## src/include/mdr_cfg.svh

```systemverilog
// register map, field positions, reset values and timing for motion detection
`ifndef MDR_CFG_SVH
`define MDR_CFG_SVH

// register offsets
`define MDR_STATUS_ADDR       8'h0b
`define MDR_Y_LOW_ADDR        8'h10
`define MDR_Y_HIGH_ADDR       8'h11
`define MDR_Z_LOW_ADDR        8'h12
`define MDR_Z_HIGH_ADDR       8'h13
`define MDR_T_LOW_ADDR        8'h14
`define MDR_T_HIGH_ADDR       8'h15
`define MDR_KEY_ADDR          8'h1f
`define MDR_MLIM_LOW_ADDR     8'h20
`define MDR_MLIM_HIGH_ADDR    8'h21
`define MDR_MDUR_ADDR         8'h22
`define MDR_SLIM_LOW_ADDR     8'h23
`define MDR_SLIM_HIGH_ADDR    8'h24
`define MDR_SDUR_LOW_ADDR     8'h25
`define MDR_SDUR_HIGH_ADDR    8'h26
`define MDR_CTRL_ADDR         8'h27

// reset key and reset values
`define MDR_KEY_CODE          8'h52
`define MDR_REG_RESET         8'h00
`define MDR_KEY_READ          8'h00

// field positions
`define MDR_CTRL_MOTION_EN    0
`define MDR_CTRL_STILL_EN     2
`define MDR_STAT_MOTION       4
`define MDR_STAT_STILL        5

// settle time after keyed reset
`define MDR_SETTLE_NS         500000
`define MDR_CLK_PERIOD_NS     20
`define MDR_SETTLE_CYCLES     ((`MDR_SETTLE_NS + `MDR_CLK_PERIOD_NS - 1) / `MDR_CLK_PERIOD_NS)

`endif

```

## src/include/mdr_pkg.sv

```systemverilog
// types shared by the motion detection register bank
package mdr_pkg;

  typedef logic signed [11:0] mdr_sample_t;   // 12-bit signed result
  typedef logic        [10:0] mdr_limit_t;    // 11-bit unsigned threshold
  typedef logic        [7:0]  mdr_byte_t;     // register byte

endpackage : mdr_pkg

```

## src/hdl/mdr_regs.sv

```systemverilog
// register bank with sign-extended results, keyed reset and motion detection
`timescale 1ns/1ns
`include "mdr_cfg.svh"

// Functional notes
// y result as low and high bytes
// z result as low and high bytes
// temperature result as low and high bytes
// high byte upper nibble copies bit eleven
// key 0x52 clears all settings immediately; code clears them one clock cycle after the key write, through o_soft_rst_ff
// interrupt pins float after keyed reset
// key register reads back zero
// host waits half millisecond after key
// axis magnitude compared with motion limit
// motion limit from low byte, three bits; code uses the whole low byte plus three bits of the high byte
// compare raw codes, no range scaling
// motion after duration consecutive over samples
// motion duration zero acts as one
// wake-up mode ignores motion duration
// stillness limit eleven bits, two registers
// stillness after duration consecutive under samples
// stillness duration low and high bytes
// stillness counter reaches 65535 without wrapping
// stillness duration zero acts as one
// detectors run only when enable set
// events set motion and stillness flags
// counters restart when a sample fails
module mdr_regs #(
  parameter logic [15:0] SETTLE_CYCLES = 16'(`MDR_SETTLE_CYCLES)
) (
  // clock and reset
  input  wire logic                 i_clk,
  input  wire logic                 i_sys_rst,
  // decoded register access from the serial port
  input  wire logic                 i_reg_wr,
  input  wire logic                 i_reg_rd,
  input  wire mdr_pkg::mdr_byte_t   i_reg_addr,
  input  wire mdr_pkg::mdr_byte_t   i_reg_wdata,
  output mdr_pkg::mdr_byte_t        o_reg_rdata_ff,
  output logic                      o_reg_rvalid_ff,
  // samples, one strobe per output sample
  input  wire logic                 i_sample_valid,
  input  wire mdr_pkg::mdr_sample_t i_x_sample,
  input  wire mdr_pkg::mdr_sample_t i_y_sample,
  input  wire mdr_pkg::mdr_sample_t i_z_sample,
  input  wire mdr_pkg::mdr_sample_t i_temp_sample,
  input  wire logic                 i_wakeup_mode,
  // status and system outputs
  output logic                      o_motion_flag_ff,
  output logic                      o_stillness_flag_ff,
  output logic                      o_soft_rst_ff,
  output logic                      o_int_hiz_ff,
  output logic                      o_settle_busy_ff
);
  import mdr_pkg::*;

  ////////////////////////////////////////////////////////////////////////////
  // declarations

  logic        blk_rst;              // power-up or keyed reset
  logic        key_hit;              // valid key write this cycle
  mdr_byte_t   y_low_ff;             // y result low byte
  mdr_byte_t   y_high_ff;            // y result high byte
  mdr_byte_t   z_low_ff;             // z result low byte
  mdr_byte_t   z_high_ff;            // z result high byte
  mdr_byte_t   t_low_ff;             // temperature low byte
  mdr_byte_t   t_high_ff;            // temperature high byte
  mdr_byte_t   mlim_low_ff;          // motion limit low byte
  mdr_byte_t   mlim_high_ff;         // motion limit high byte
  mdr_byte_t   mdur_ff;              // motion duration
  mdr_byte_t   slim_low_ff;          // stillness limit low byte
  mdr_byte_t   slim_high_ff;         // stillness limit high byte
  mdr_byte_t   sdur_low_ff;          // stillness duration low byte
  mdr_byte_t   sdur_high_ff;         // stillness duration high byte
  mdr_byte_t   ctrl_ff;              // detector control
  mdr_byte_t   nxt_rdata;            // read mux
  mdr_limit_t  motion_limit;         // assembled motion limit
  mdr_limit_t  stillness_limit;      // assembled stillness limit
  logic [15:0] stillness_duration;   // assembled stillness duration
  logic [7:0]  motion_target;        // duration after wake-up override
  logic [15:0] settle_cnt_ff;        // keyed reset settle timer
  logic        motion_en;            // motion detector enable
  logic        still_en;             // stillness detector enable
  logic        motion_evt;           // motion event this step
  logic        still_evt;            // stillness event this step
  logic        status_rd;            // status register read
  logic [2:0]  axis_above;           // per axis over motion limit
  logic [2:0]  axis_below;           // per axis under stillness limit
  mdr_sample_t axis_sample [3];      // axes in detection order

  ////////////////////////////////////////////////////////////////////////////
  // reset and key handling

  // keyed reset is a one-cycle pulse folded into the block reset
  always_comb begin
    key_hit = i_reg_wr && (i_reg_addr == `MDR_KEY_ADDR) && (i_reg_wdata == `MDR_KEY_CODE);
    blk_rst = i_sys_rst || o_soft_rst_ff;
  end

  // pulse one cycle after the key write
  always_ff @(posedge i_clk) begin
    if (i_sys_rst) begin
      o_soft_rst_ff <= 1'b0;
    end else begin
      o_soft_rst_ff <= key_hit;
    end
  end

  // interrupt pins float until control is written again
  always_ff @(posedge i_clk) begin
    if (blk_rst) begin
      o_int_hiz_ff <= 1'b1;
    end else if (i_reg_wr && i_reg_addr == `MDR_CTRL_ADDR) begin
      o_int_hiz_ff <= 1'b0;
    end
  end

  // settle window the host must respect after a keyed reset
  always_ff @(posedge i_clk) begin
    if (i_sys_rst) begin
      settle_cnt_ff    <= 16'h0000;
      o_settle_busy_ff <= 1'b0;
    end else if (key_hit) begin
      settle_cnt_ff    <= SETTLE_CYCLES;
      o_settle_busy_ff <= 1'b1;
    end else if (settle_cnt_ff != 16'h0000) begin
      settle_cnt_ff    <= settle_cnt_ff - 16'h0001;
      o_settle_busy_ff <= settle_cnt_ff != 16'h0001;
    end
  end

  ////////////////////////////////////////////////////////////////////////////
  // result bytes

  // capture y, z and temperature samples as sign-extended byte pairs, x is not stored
  always_ff @(posedge i_clk) begin
    if (blk_rst) begin
      y_low_ff  <= `MDR_REG_RESET;
      y_high_ff <= `MDR_REG_RESET;
      z_low_ff  <= `MDR_REG_RESET;
      z_high_ff <= `MDR_REG_RESET;
      t_low_ff  <= `MDR_REG_RESET;
      t_high_ff <= `MDR_REG_RESET;
    end else if (i_sample_valid) begin
      y_low_ff  <= i_y_sample[7:0];
      y_high_ff <= {{4{i_y_sample[11]}}, i_y_sample[11:8]};
      z_low_ff  <= i_z_sample[7:0];
      z_high_ff <= {{4{i_z_sample[11]}}, i_z_sample[11:8]};
      t_low_ff  <= i_temp_sample[7:0];
      t_high_ff <= {{4{i_temp_sample[11]}}, i_temp_sample[11:8]};
    end
  end

  ////////////////////////////////////////////////////////////////////////////
  // configuration registers

  // host writes, all cleared by either reset
  always_ff @(posedge i_clk) begin
    if (blk_rst) begin
      mlim_low_ff  <= `MDR_REG_RESET;
      mlim_high_ff <= `MDR_REG_RESET;
      mdur_ff      <= `MDR_REG_RESET;
      slim_low_ff  <= `MDR_REG_RESET;
      slim_high_ff <= `MDR_REG_RESET;
      sdur_low_ff  <= `MDR_REG_RESET;
      sdur_high_ff <= `MDR_REG_RESET;
      ctrl_ff      <= `MDR_REG_RESET;
    end else if (i_reg_wr) begin
      unique case (i_reg_addr)
        `MDR_MLIM_LOW_ADDR:  mlim_low_ff  <= i_reg_wdata;
        `MDR_MLIM_HIGH_ADDR: mlim_high_ff <= i_reg_wdata;
        `MDR_MDUR_ADDR:      mdur_ff      <= i_reg_wdata;
        `MDR_SLIM_LOW_ADDR:  slim_low_ff  <= i_reg_wdata;
        `MDR_SLIM_HIGH_ADDR: slim_high_ff <= i_reg_wdata;
        `MDR_SDUR_LOW_ADDR:  sdur_low_ff  <= i_reg_wdata;
        `MDR_SDUR_HIGH_ADDR: sdur_high_ff <= i_reg_wdata;
        `MDR_CTRL_ADDR:      ctrl_ff      <= i_reg_wdata;
        default:             ; // read-only, key or unmapped
      endcase
    end
  end

  // assemble multi-byte fields
  always_comb begin
    motion_limit       = {mlim_high_ff[2:0], mlim_low_ff};
    stillness_limit    = {slim_high_ff[2:0], slim_low_ff};
    stillness_duration = {sdur_high_ff, sdur_low_ff};
    motion_target      = i_wakeup_mode ? 8'h01 : mdur_ff;
    motion_en          = ctrl_ff[`MDR_CTRL_MOTION_EN];
    still_en           = ctrl_ff[`MDR_CTRL_STILL_EN];
  end

  ////////////////////////////////////////////////////////////////////////////
  // detection

  // axes in fixed order x, y, z
  always_comb begin
    axis_sample[0] = i_x_sample;
    axis_sample[1] = i_y_sample;
    axis_sample[2] = i_z_sample;
  end

  // one comparator per axis on raw codes
  genvar g;
  generate
    for (g = 0; g < 3; g++) begin : g_axis
      mdr_axis_mag u_mag (
        .i_sample          (axis_sample[g]),
        .i_motion_limit    (motion_limit),
        .i_stillness_limit (stillness_limit),
        .o_above           (axis_above[g]),
        .o_below           (axis_below[g])
      );
    end
  endgenerate

  // any axis over starts a motion run
  mdr_run_counter #(.W(8)) u_motion_run (
    .i_clk    (i_clk),
    .i_rst    (blk_rst),
    .i_enable (motion_en),
    .i_step   (i_sample_valid),
    .i_hit    (|axis_above),
    .i_target (motion_target),
    .o_event  (motion_evt)
  );

  // every axis under starts a stillness run
  mdr_run_counter #(.W(16)) u_still_run (
    .i_clk    (i_clk),
    .i_rst    (blk_rst),
    .i_enable (still_en),
    .i_step   (i_sample_valid),
    .i_hit    (&axis_below),
    .i_target (stillness_duration),
    .o_event  (still_evt)
  );

  ////////////////////////////////////////////////////////////////////////////
  // status flags

  // reading status acknowledges both flags
  always_comb begin
    status_rd = i_reg_rd && (i_reg_addr == `MDR_STATUS_ADDR);
  end

  // sticky flags, a new event beats the read clear
  always_ff @(posedge i_clk) begin
    if (blk_rst) begin
      o_motion_flag_ff    <= 1'b0;
      o_stillness_flag_ff <= 1'b0;
    end else begin
      if (motion_evt) begin
        o_motion_flag_ff <= 1'b1;
      end else if (status_rd) begin
        o_motion_flag_ff <= 1'b0;
      end
      if (still_evt) begin
        o_stillness_flag_ff <= 1'b1;
      end else if (status_rd) begin
        o_stillness_flag_ff <= 1'b0;
      end
    end
  end

  ////////////////////////////////////////////////////////////////////////////
  // read path

  // read mux, unmapped and key read as zero
  always_comb begin
    unique case (i_reg_addr)
      `MDR_STATUS_ADDR: begin
        nxt_rdata = 8'h00;
        nxt_rdata[`MDR_STAT_MOTION] = o_motion_flag_ff;
        nxt_rdata[`MDR_STAT_STILL]  = o_stillness_flag_ff;
      end
      `MDR_Y_LOW_ADDR:     nxt_rdata = y_low_ff;
      `MDR_Y_HIGH_ADDR:    nxt_rdata = y_high_ff;
      `MDR_Z_LOW_ADDR:     nxt_rdata = z_low_ff;
      `MDR_Z_HIGH_ADDR:    nxt_rdata = z_high_ff;
      `MDR_T_LOW_ADDR:     nxt_rdata = t_low_ff;
      `MDR_T_HIGH_ADDR:    nxt_rdata = t_high_ff;
      `MDR_KEY_ADDR:       nxt_rdata = `MDR_KEY_READ;
      `MDR_MLIM_LOW_ADDR:  nxt_rdata = mlim_low_ff;
      `MDR_MLIM_HIGH_ADDR: nxt_rdata = mlim_high_ff;
      `MDR_MDUR_ADDR:      nxt_rdata = mdur_ff;
      `MDR_SLIM_LOW_ADDR:  nxt_rdata = slim_low_ff;
      `MDR_SLIM_HIGH_ADDR: nxt_rdata = slim_high_ff;
      `MDR_SDUR_LOW_ADDR:  nxt_rdata = sdur_low_ff;
      `MDR_SDUR_HIGH_ADDR: nxt_rdata = sdur_high_ff;
      `MDR_CTRL_ADDR:      nxt_rdata = ctrl_ff;
      default:             nxt_rdata = 8'h00;
    endcase
  end

  // read data one cycle after the request
  always_ff @(posedge i_clk) begin
    if (i_sys_rst) begin
      o_reg_rdata_ff  <= 8'h00;
      o_reg_rvalid_ff <= 1'b0;
    end else begin
      o_reg_rvalid_ff <= i_reg_rd;
      if (i_reg_rd) begin
        o_reg_rdata_ff <= nxt_rdata;
      end
    end
  end
endmodule : mdr_regs

```

## src/hdl/mdr_axis_mag.sv

```systemverilog
// magnitude of one axis sample compared with both thresholds
`timescale 1ns/1ns

module mdr_axis_mag (
  // sample and limits
  input  wire mdr_pkg::mdr_sample_t i_sample,
  input  wire mdr_pkg::mdr_limit_t  i_motion_limit,
  input  wire mdr_pkg::mdr_limit_t  i_stillness_limit,
  // compare results
  output logic                      o_above,
  output logic                      o_below
);
  import mdr_pkg::*;

  logic [11:0] mag;   // absolute value, 2048 fits in 12 bits

  // raw codes only, no range scaling
  always_comb begin
    mag     = i_sample[11] ? 12'(-i_sample) : 12'(i_sample);
    o_above = mag > {1'b0, i_motion_limit};
    o_below = mag < {1'b0, i_stillness_limit};
  end

endmodule : mdr_axis_mag

```

## src/hdl/mdr_run_counter.sv

```systemverilog
// consecutive qualifying sample counter with saturation
`timescale 1ns/1ns

module mdr_run_counter #(
  parameter int W = 8
) (
  // clock and reset
  input  wire logic         i_clk,
  input  wire logic         i_rst,
  // sample step
  input  wire logic         i_enable,
  input  wire logic         i_step,
  input  wire logic         i_hit,
  input  wire logic [W-1:0] i_target,
  // event pulse, combinational on the qualifying step
  output logic              o_event
);

  logic [W-1:0] count_ff;   // qualifying samples so far
  logic [W-1:0] eff_target; // zero treated as one

  // zero duration acts as one
  always_comb begin
    eff_target = (i_target == '0) ? W'(1) : i_target;
    o_event    = i_enable && i_step && i_hit && (count_ff == eff_target - W'(1));
  end

  // count runs, restart on a miss, saturate at full scale
  always_ff @(posedge i_clk) begin
    if (i_rst || !i_enable) begin
      count_ff <= '0;
    end else if (i_step) begin
      if (!i_hit) begin
        count_ff <= '0;
      end else if (count_ff != '1) begin
        count_ff <= count_ff + W'(1);
      end
    end
  end
endmodule : mdr_run_counter

```

## config.mk

```make
export PLATFORM = sky130hd
export DESIGN_NAME = mdr_regs
export DESIGN_NICKNAME = d
export VERILOG_FILES = /design/src/include/mdr_pkg.sv /design/src/hdl/mdr_regs.sv /design/src/hdl/mdr_axis_mag.sv /design/src/hdl/mdr_run_counter.sv
export VERILOG_INCLUDE_DIRS = /design/src /design/src/include
export SDC_FILE = /design/constraint.sdc
export NUM_CORES = 1
export LEC_CHECK = 0
export BUFFER_PORTS_ARGS = -buffer_cell sky130_fd_sc_hd__clkbuf_2
export CAP_MARGIN = 20
export CORE_ASPECT_RATIO = 0.8
export CORE_MARGIN = 4
export CORE_UTILIZATION = 55
export DETAILED_ROUTE_END_ITERATION = 8
export PLACE_DENSITY = 0.77
export SYNTH_ARGS = -nofsm -noshare
export SYNTH_HDL_FRONTEND = slang
export SYNTH_SLANG_ARGS = --single-unit
```

## constraint.sdc

```tcl
create_clock -name i_clk -period 2.95 [get_ports i_clk]
set_input_delay 0 -clock i_clk [delete_from_list [all_inputs] [get_ports i_clk]]
set_output_delay 0 -clock i_clk [all_outputs]
set_load 0.01 [all_outputs]
```

==> run_results.csv, run 1 <==
group,metric,value,unit
power,power.total,0.00602,W
yosys,synth_fp_nets,1318,
route,drcViolationCount,0,
timing,maxSlewHeadroom,0.376,
yosys,async_flop_share,0,
worst_setup_path,crit_path_frequent_cell,"buf_4",
clock_tree,cts_root_buf,"clkbuf_16",
worst_setup_path,worstPathRequired,3.31,ns
route,ant_nets,0,
floorplanning,io-pin-count,84,
clock_tree,path_clk_slew,0.07,ns
yosys,syn_avg_cell_area,8.40,µm²
clock_tree,numCtsBuffers,17,
place,globalplace.congestion,0.996,
power,p_comb_frac,0.238,
timing,clock.fmax,337,MHz
yosys,synth_area,9870,µm²
global_routing,globalRoute.totalOverflow,0,
yosys,synth.area.top_cells,"dfxtp_1, ha_1, mux2i_1",
yosys,synth_common_cells,"dfxtp_1, nor2_1, nand2_1, mux2i_1, ha_1",
place,place_inst,1498,
clock_tree,clk_latency,0.44,ns
timing,setup_ws,-0.0140,ns
route,dr_total_vias,9791,
finish,utilization,0.688,
floorplanning,die_h,128,µm
power,power_density,500,nW/µm²
power,p_switching,0.00196,W
min_path,hold_class,"primary input to flip-flop",
worst_setup_path,cp-start-kind,"flip-flop",
global_routing,grt_pass1_wl,48400,µm
timing,timing.final.crit_period,2.96,ns
timing,slew_violations,0,
yosys,ys_warn_count,0,
route,viasPerCell,6.20,
place,io_buffers,83,
finish,instances_no_fill,1580,
global_routing,grt_max_degree,66,
clock_tree,cts_tree,"built",
yosys,yosysMostFrequentCell,"dfxtp_1",
worst_setup_path,crit_path_cell_trace,"nor4_4 -> nand4_1 -> buf_4 -> buf_4 -> buf_4 -> buf_4 -> buf_4 -> buf_4 -> buf_4 -> buf_4 -> buf_4 -> o22a_1 -> o22a_2 -> o21ai_0 -> nand4_1 -> o31ai_2",
floorplanning,rows,43,
yosys,synth_edf_count,0,
timing,rsz0062_at_grt,"true",
yosys,yosysSeqAreaShare,0.312,
clock_tree,h-tree-depth,4,
yosys,ys_seq_elements,154,
worst_setup_path,slowest_stage,"nor4_4",
floorplanning,initial_utilization,0.565,
finish,final_nets,1484,
global_routing,track_usage,0.303,
route,post_drt_wl_per_cell,19.5,µm
worst_setup_path,cp.arrival,3.32,ns
yosys,synthFlopType,"dfxtp_1",
power,seq_power_share,0.389,
floorplanning,die_width,158,µm
timing,tightest_slew,0.928,ns
timing,setup-violations-final,1,
timing,whs,0.0208,ns
timing,hold_viol_final,0,
power,ir_worst_vdd,0.336,mV
worst_setup_path,crit_type,"flip-flop to flip-flop",
worst_setup_path,critPathMaxFanout,2,
clock_tree,cts_buffer_depth,2,
floorplanning,die-area,20200,µm²
global_routing,grt_pass1_vias,9169,
yosys,synthCells,1176,
route,dr.pass1.iters,8,
status,failed_checks,"setup timing",
yosys,yosysTopAreaCellShare,0.312,
yosys,yosysUniqueCellTypes,78,
yosys,synth_top_area_cell,"dfxtp_1",
route,totalWireLength,30700,µm
finish,drive_above_1_share,0.182,
power,clock_power_share,0.373,
worst_setup_path,max_stage_delay,0.35,ns
timing,skew,0.0106,ns
power,internal_power,0.00405,W
global_routing,antenna_found_initial,1,
power,leakagePower,4.99,nW
clock_tree,cts_sinks,154,
timing,fin_crit_sh,1.00,
finish,syn2layout_area_growth,21.8,%
finish,n_antenna_cell,0,
power,p_sw_frac,0.326,
job,maxCapViolations,0,
status,status,"complete, but fails checks",
route,drt_iter0_drc,1003,
worst_setup_path,cp-end-kind,"flip-flop",
floorplanning,coreArea,17500,µm²
place,dp_hpwl,22100,µm
[power groups by stage]
stage | Sequential, W | Clock (W) | Combinational, W
floorplan | 0.00235 | 0 | 0.000991
global placement | 0.00237 | 0 | 0.00131
detailed placement | 0.00238 | 0 | 0.00134
CTS | 0.00234 | 0.00225 | 0.00140
global route | 0.00235 | 0.00234 | 0.00160
finish | 0.00234 | 0.00224 | 0.00143
[cell type report]
type	count	area (µm²)
timing repair buffer	211	1490
inverter	39	146
fill	1376	5460
clock inverter	15	175
multi-input combinational	919	6430
sequential	154	3080
tap	225	282
clock buffer	17	425
[worst paths after layout]
path / cells after the start / startpoint / slack, ns / endpoint
setup reg to reg: 16 / sdur_low_ff[3]$_SDFFE_PP0P_ / -0.01 / o_stillness_flag_ff$_SDFFE_PP0P_
hold reg to reg: 2 / slim_high_ff[7]$_SDFFE_PP0P_ / 0.46 / slim_high_ff[7]$_SDFFE_PP0P_
hold / removal: 4 / i_reg_wdata[2] / 0.02 / ctrl_ff[2]$_SDFFE_PP0P_
setup / recovery: 16 / sdur_low_ff[3]$_SDFFE_PP0P_ / -0.01 / o_stillness_flag_ff$_SDFFE_PP0P_
[per-layer routing]
metal	global-route usage	up-vias	part of all wire	routed length, µm
li1	-	4579	-	-
met2	0.453	537	0.43	13400
met3	0.0952	73	0.11	3510
met1	0.419	4600	0.43	13100
met4	0.0941	2	0.025	756
met5	0	-	0.00042	13
[worst max-delay path: cells and delay by family, from the launching register on]
kind	cells	cell delay (ns)
AO/OA/AOI/OAI	4	0.73
flip-flops	1	0.34
AND/OR/NAND/NOR	3	0.67
buffers and inverters	9	1.13
[stage by stage]
step / area [µm²] / worst slack [ns] / TNS (ns)
floorplan: 9910 / 0.0171 / 0
global placement: 10900 / -0.317 / -4.38
detailed placement: 10900 / -0.328 / -5.98
CTS: 12000 / 0.000853 / 0
global route: 12000 / -0.268 / -0.268
finish: 12000 / -0.0140 / -0.0140
[logic make-up after synthesis]
family / Yosys count / synth area share
multiplexers: 91 / 0.0987
flip-flops: 154 / 0.312
AND/OR/NAND/NOR: 467 / 0.234
buffers and inverters: 103 / 0.0469
AO/OA/AOI/OAI: 205 / 0.143
adder cells (fa/ha/maj): 72 / 0.0912
XOR/XNOR: 84 / 0.0745
[flip-flops by register name, summed over array words and instances, names as in the netlist, 4 cells and up]
register               count
o_reg_rdata_ff             8
mlim_low_ff                8
ctrl_ff                    8
z_low_ff                   8
y_low_ff                   8
z_high_ff                  4
slim_high_ff               8
mdur_ff                    8
sdur_high_ff               8
t_low_ff                   8
t_high_ff                  4
y_high_ff                  4
slim_low_ff                8
sdur_low_ff                8
u_still_run.count_ff      16
mlim_high_ff               8
u_motion_run.count_ff      8
settle_cnt_ff             16
[cells in the final DEF, fill, tap and decap left out, types with 5 or more instances in the layout]
master         count
nor2b_1           15
xor2_1            28
xnor2_1           56
inv_1             39
o211ai_1           5
clkbuf_16         17
clkbuf_2          82
a31oi_1            5
or3_1              8
nand2b_1          16
a22oi_1           17
a21o_1            13
inv_6              6
nor2_1           128
a21oi_1           61
a211oi_1          11
nor3_1            49
nand3_1           54
o21ai_0           28
nand4_1           27
and3_1             9
buf_4             85
mux2i_1           76
o31ai_1           11
dfxtp_1          153
mux2_2            11
and2_1             6
dlygate4sd3_1     43
ha_1              71
nand2_1          103
nor4_1            15
[timing repair]
action,in CTS,in global routing
gates resized for setup,0,12
pin swaps,5,5
setup buffers,8,0
endpoints found under the setup margin,1,26
endpoints found under the hold margin,51,0
hold buffers,43,0
Note: power is estimated with default switching activity, not from simulation.
==> inputs of run 2 (changes only) <==
- CORE_UTILIZATION: 55 -> 61
- PLACE_DENSITY: 0.77 -> 0.81
- clock period: 2.95 -> 2.75 ns (I/O delays scaled with it)
==> run 2 against run 1 <==
Against the previous run: cell count rose by 0.38%; combinational power rose by 14%; register-to-register slack got worse by 0.12 ns; first-iteration DRC count rose by 41%; the flow finishes with violations (DRC, setup timing); worst hold slack barely moved; global-route usage rose by 4.1 points.
==> run_results.csv, run 2 (synthesis gave the netlist of run 1 again) <==
group,metric,value,unit
min_path,hold_class,"primary input to flip-flop",
route,viasPerCell,6.33,
worst_setup_path,crit_type,"flip-flop to flip-flop",
timing,rsz0062_at_grt,"true",
worst_setup_path,cp-end-kind,"flip-flop",
power,leakagePower,5.15,nW
finish,instances_no_fill,1586,
floorplanning,initial_utilization,0.625,
global_routing,globalRoute.totalOverflow,0,
clock_tree,cts_sinks,154,
timing,clock.fmax,347,MHz
finish,utilization,0.787,
place,place_inst,1511,
route,drcViolationCount,29,
worst_setup_path,cp.arrival,3.23,ns
place,place_area,11100,µm²
job,maxCapViolations,0,
floorplanning,die-area,18300,µm²
floorplanning,coreArea,15800,µm²
floorplanning,die_width,150,µm
timing,hold_viol_final,0,
timing,setup-violations-final,8,
finish,n_antenna_cell,0,
route,post_drt_wl_per_cell,20.2,µm
route,totalWireLength,32100,µm
finish,n_fill_cell,1032,
clock_tree,cts_buffer_depth,2,
route,ant_nets,0,
worst_setup_path,cp-start-kind,"flip-flop",
clock_tree,path_clk_slew,0.07,ns
power,ir_worst_vdd,0.423,mV
clock_tree,h-tree-depth,4,
finish,final_common_cell,"dfxtp_1",
route,drt_iter0_drc,1412,
place,io_buffers,83,
finish,reg_top3,"settle_cnt_ff (16), u_still_run.count_ff (16)",
floorplanning,io-pin-count,84,
global_routing,track_usage,0.344,
timing,tightest_slew,1.22,ns
global_routing,antenna_found_initial,0,
timing,slew_violations,0,
global_routing,grt_pass1_wl,49300,µm
finish,drive_above_1_share,0.217,
clock_tree,cts_tree,"built",
timing,fin_crit_sh,1.05,
power,power.total,0.00667,W
status,failed_checks,"DRC, setup timing",
finish,syn2layout_area_growth,25.9,%
route,dr_total_vias,10000,
global_routing,grt_max_degree,53,
clock_tree,numCtsBuffers,17,
finish,fin_area,12400,µm²
floorplanning,die_h,122,µm
place,globalplace.congestion,0.986,
route,dr.pass1.iters,9,
timing,whs,0.0206,ns
status,status,"complete, but fails checks",
worst_setup_path,worstPathRequired,3.09,ns
floorplanning,rows,41,
timing,skew,0.0107,ns
finish,layout_common_cells,"dfxtp_1, nor2_1, nand2_1, buf_4, clkbuf_2",
timing,setup_ws,-0.135,ns
clock_tree,cts_root_buf,"clkbuf_16",
global_routing,grt_pass1_vias,9468,
power,power_density,536,nW/µm²
worst_setup_path,critPathMaxFanout,3,
timing,maxSlewHeadroom,0.177,
timing,timing.final.crit_period,2.89,ns
clock_tree,clk_latency,0.43,ns
place,dp_hpwl,22000,µm
finish,final_nets,1501,
[run 2: changes by cell type in the layout (fill, tap and decap cells not counted), sizes merged, moves of 2 or more]
cell	before	now
clkinv	2	5
inv	49	43
dlygate4sd3	43	39
buf	86	107
bufinv	1	4
clkinvlp	2	0
[run 2: cell type report]
| class | instances | area [µm²] | area share |
|---|---|---|---|
| tap | 215 | 269 | 0.0216 |
| timing repair buffer | 227 | 1610 | 0.130 |
| multi-input combinational | 920 | 6690 | 0.538 |
| clock buffer | 18 | 439 | 0.0353 |
| inverter | 39 | 146 | 0.0118 |
| clock inverter | 13 | 190 | 0.0153 |
| sequential | 154 | 3080 | 0.248 |
[run 2: metrics by stage]
step	setup TNS, ns	setup WS [ns]
after floorplan	-0.529	-0.119
after global placement	-8.38	-0.355
after detailed placement	-10.03	-0.415
after CTS	-0.113	-0.113
after global routing	-1.83	-0.315
final	-0.163	-0.135
[run 2: worst max-delay path: stages, from the launching register on]
cell,delay (ns)
dfxtp_2,0.33
nor4_4,0.31
nand4_1,0.16
or2_4,0.28
nor2b_4,0.14
ha_4,0.16
xnor2_2,0.13
xnor2_1,0.17
a2111oi_4,0.30
o2111ai_2,0.17
a2111oi_2,0.24
nand4_1,0.19
o31ai_2,0.20
[run 2: repair_timing]
item,in CTS,in global routing
hold endpoints to repair,42,0
pin swaps,4,34
hold buffers,39,0
gates cloned,0,1
endpoints found under the setup margin,1,26
setup buffers,1,3
gates resized for setup,5,48
[run 2: path summary, 6_finish.rpt]
path	from	to	slack [ns]	cells after the start
min	i_y_sample[5]	y_low_ff[5]$_SDFFE_PP0P_	0.02	4
max	sdur_low_ff[2]$_SDFFE_PP0P_	o_stillness_flag_ff$_SDFFE_PP0P_	-0.14	12
min reg2reg	slim_high_ff[3]$_SDFFE_PP0P_	slim_high_ff[3]$_SDFFE_PP0P_	0.46	2
max reg2reg	sdur_low_ff[2]$_SDFFE_PP0P_	o_stillness_flag_ff$_SDFFE_PP0P_	-0.14	12
[run 2: report_power, final]
group / total (W) / internal (W) / switching (W)
sequential: 0.00251 / 0.00238 / 0.000126
clock: 0.00253 / 0.00155 / 0.000978
combinational: 0.00163 / 0.000720 / 0.000911
total: 0.00667 / 0.00465 / 0.00201
[run 2: layer usage]
layer  wire (µm)  vias to the layer above  GRT usage
li1            -                     4614          -
met1       13200                     4700      0.474
met2       14000                      617      0.523
met3        3900                      111     0.0989
met4         945                        0      0.108
met5           0                        -          0
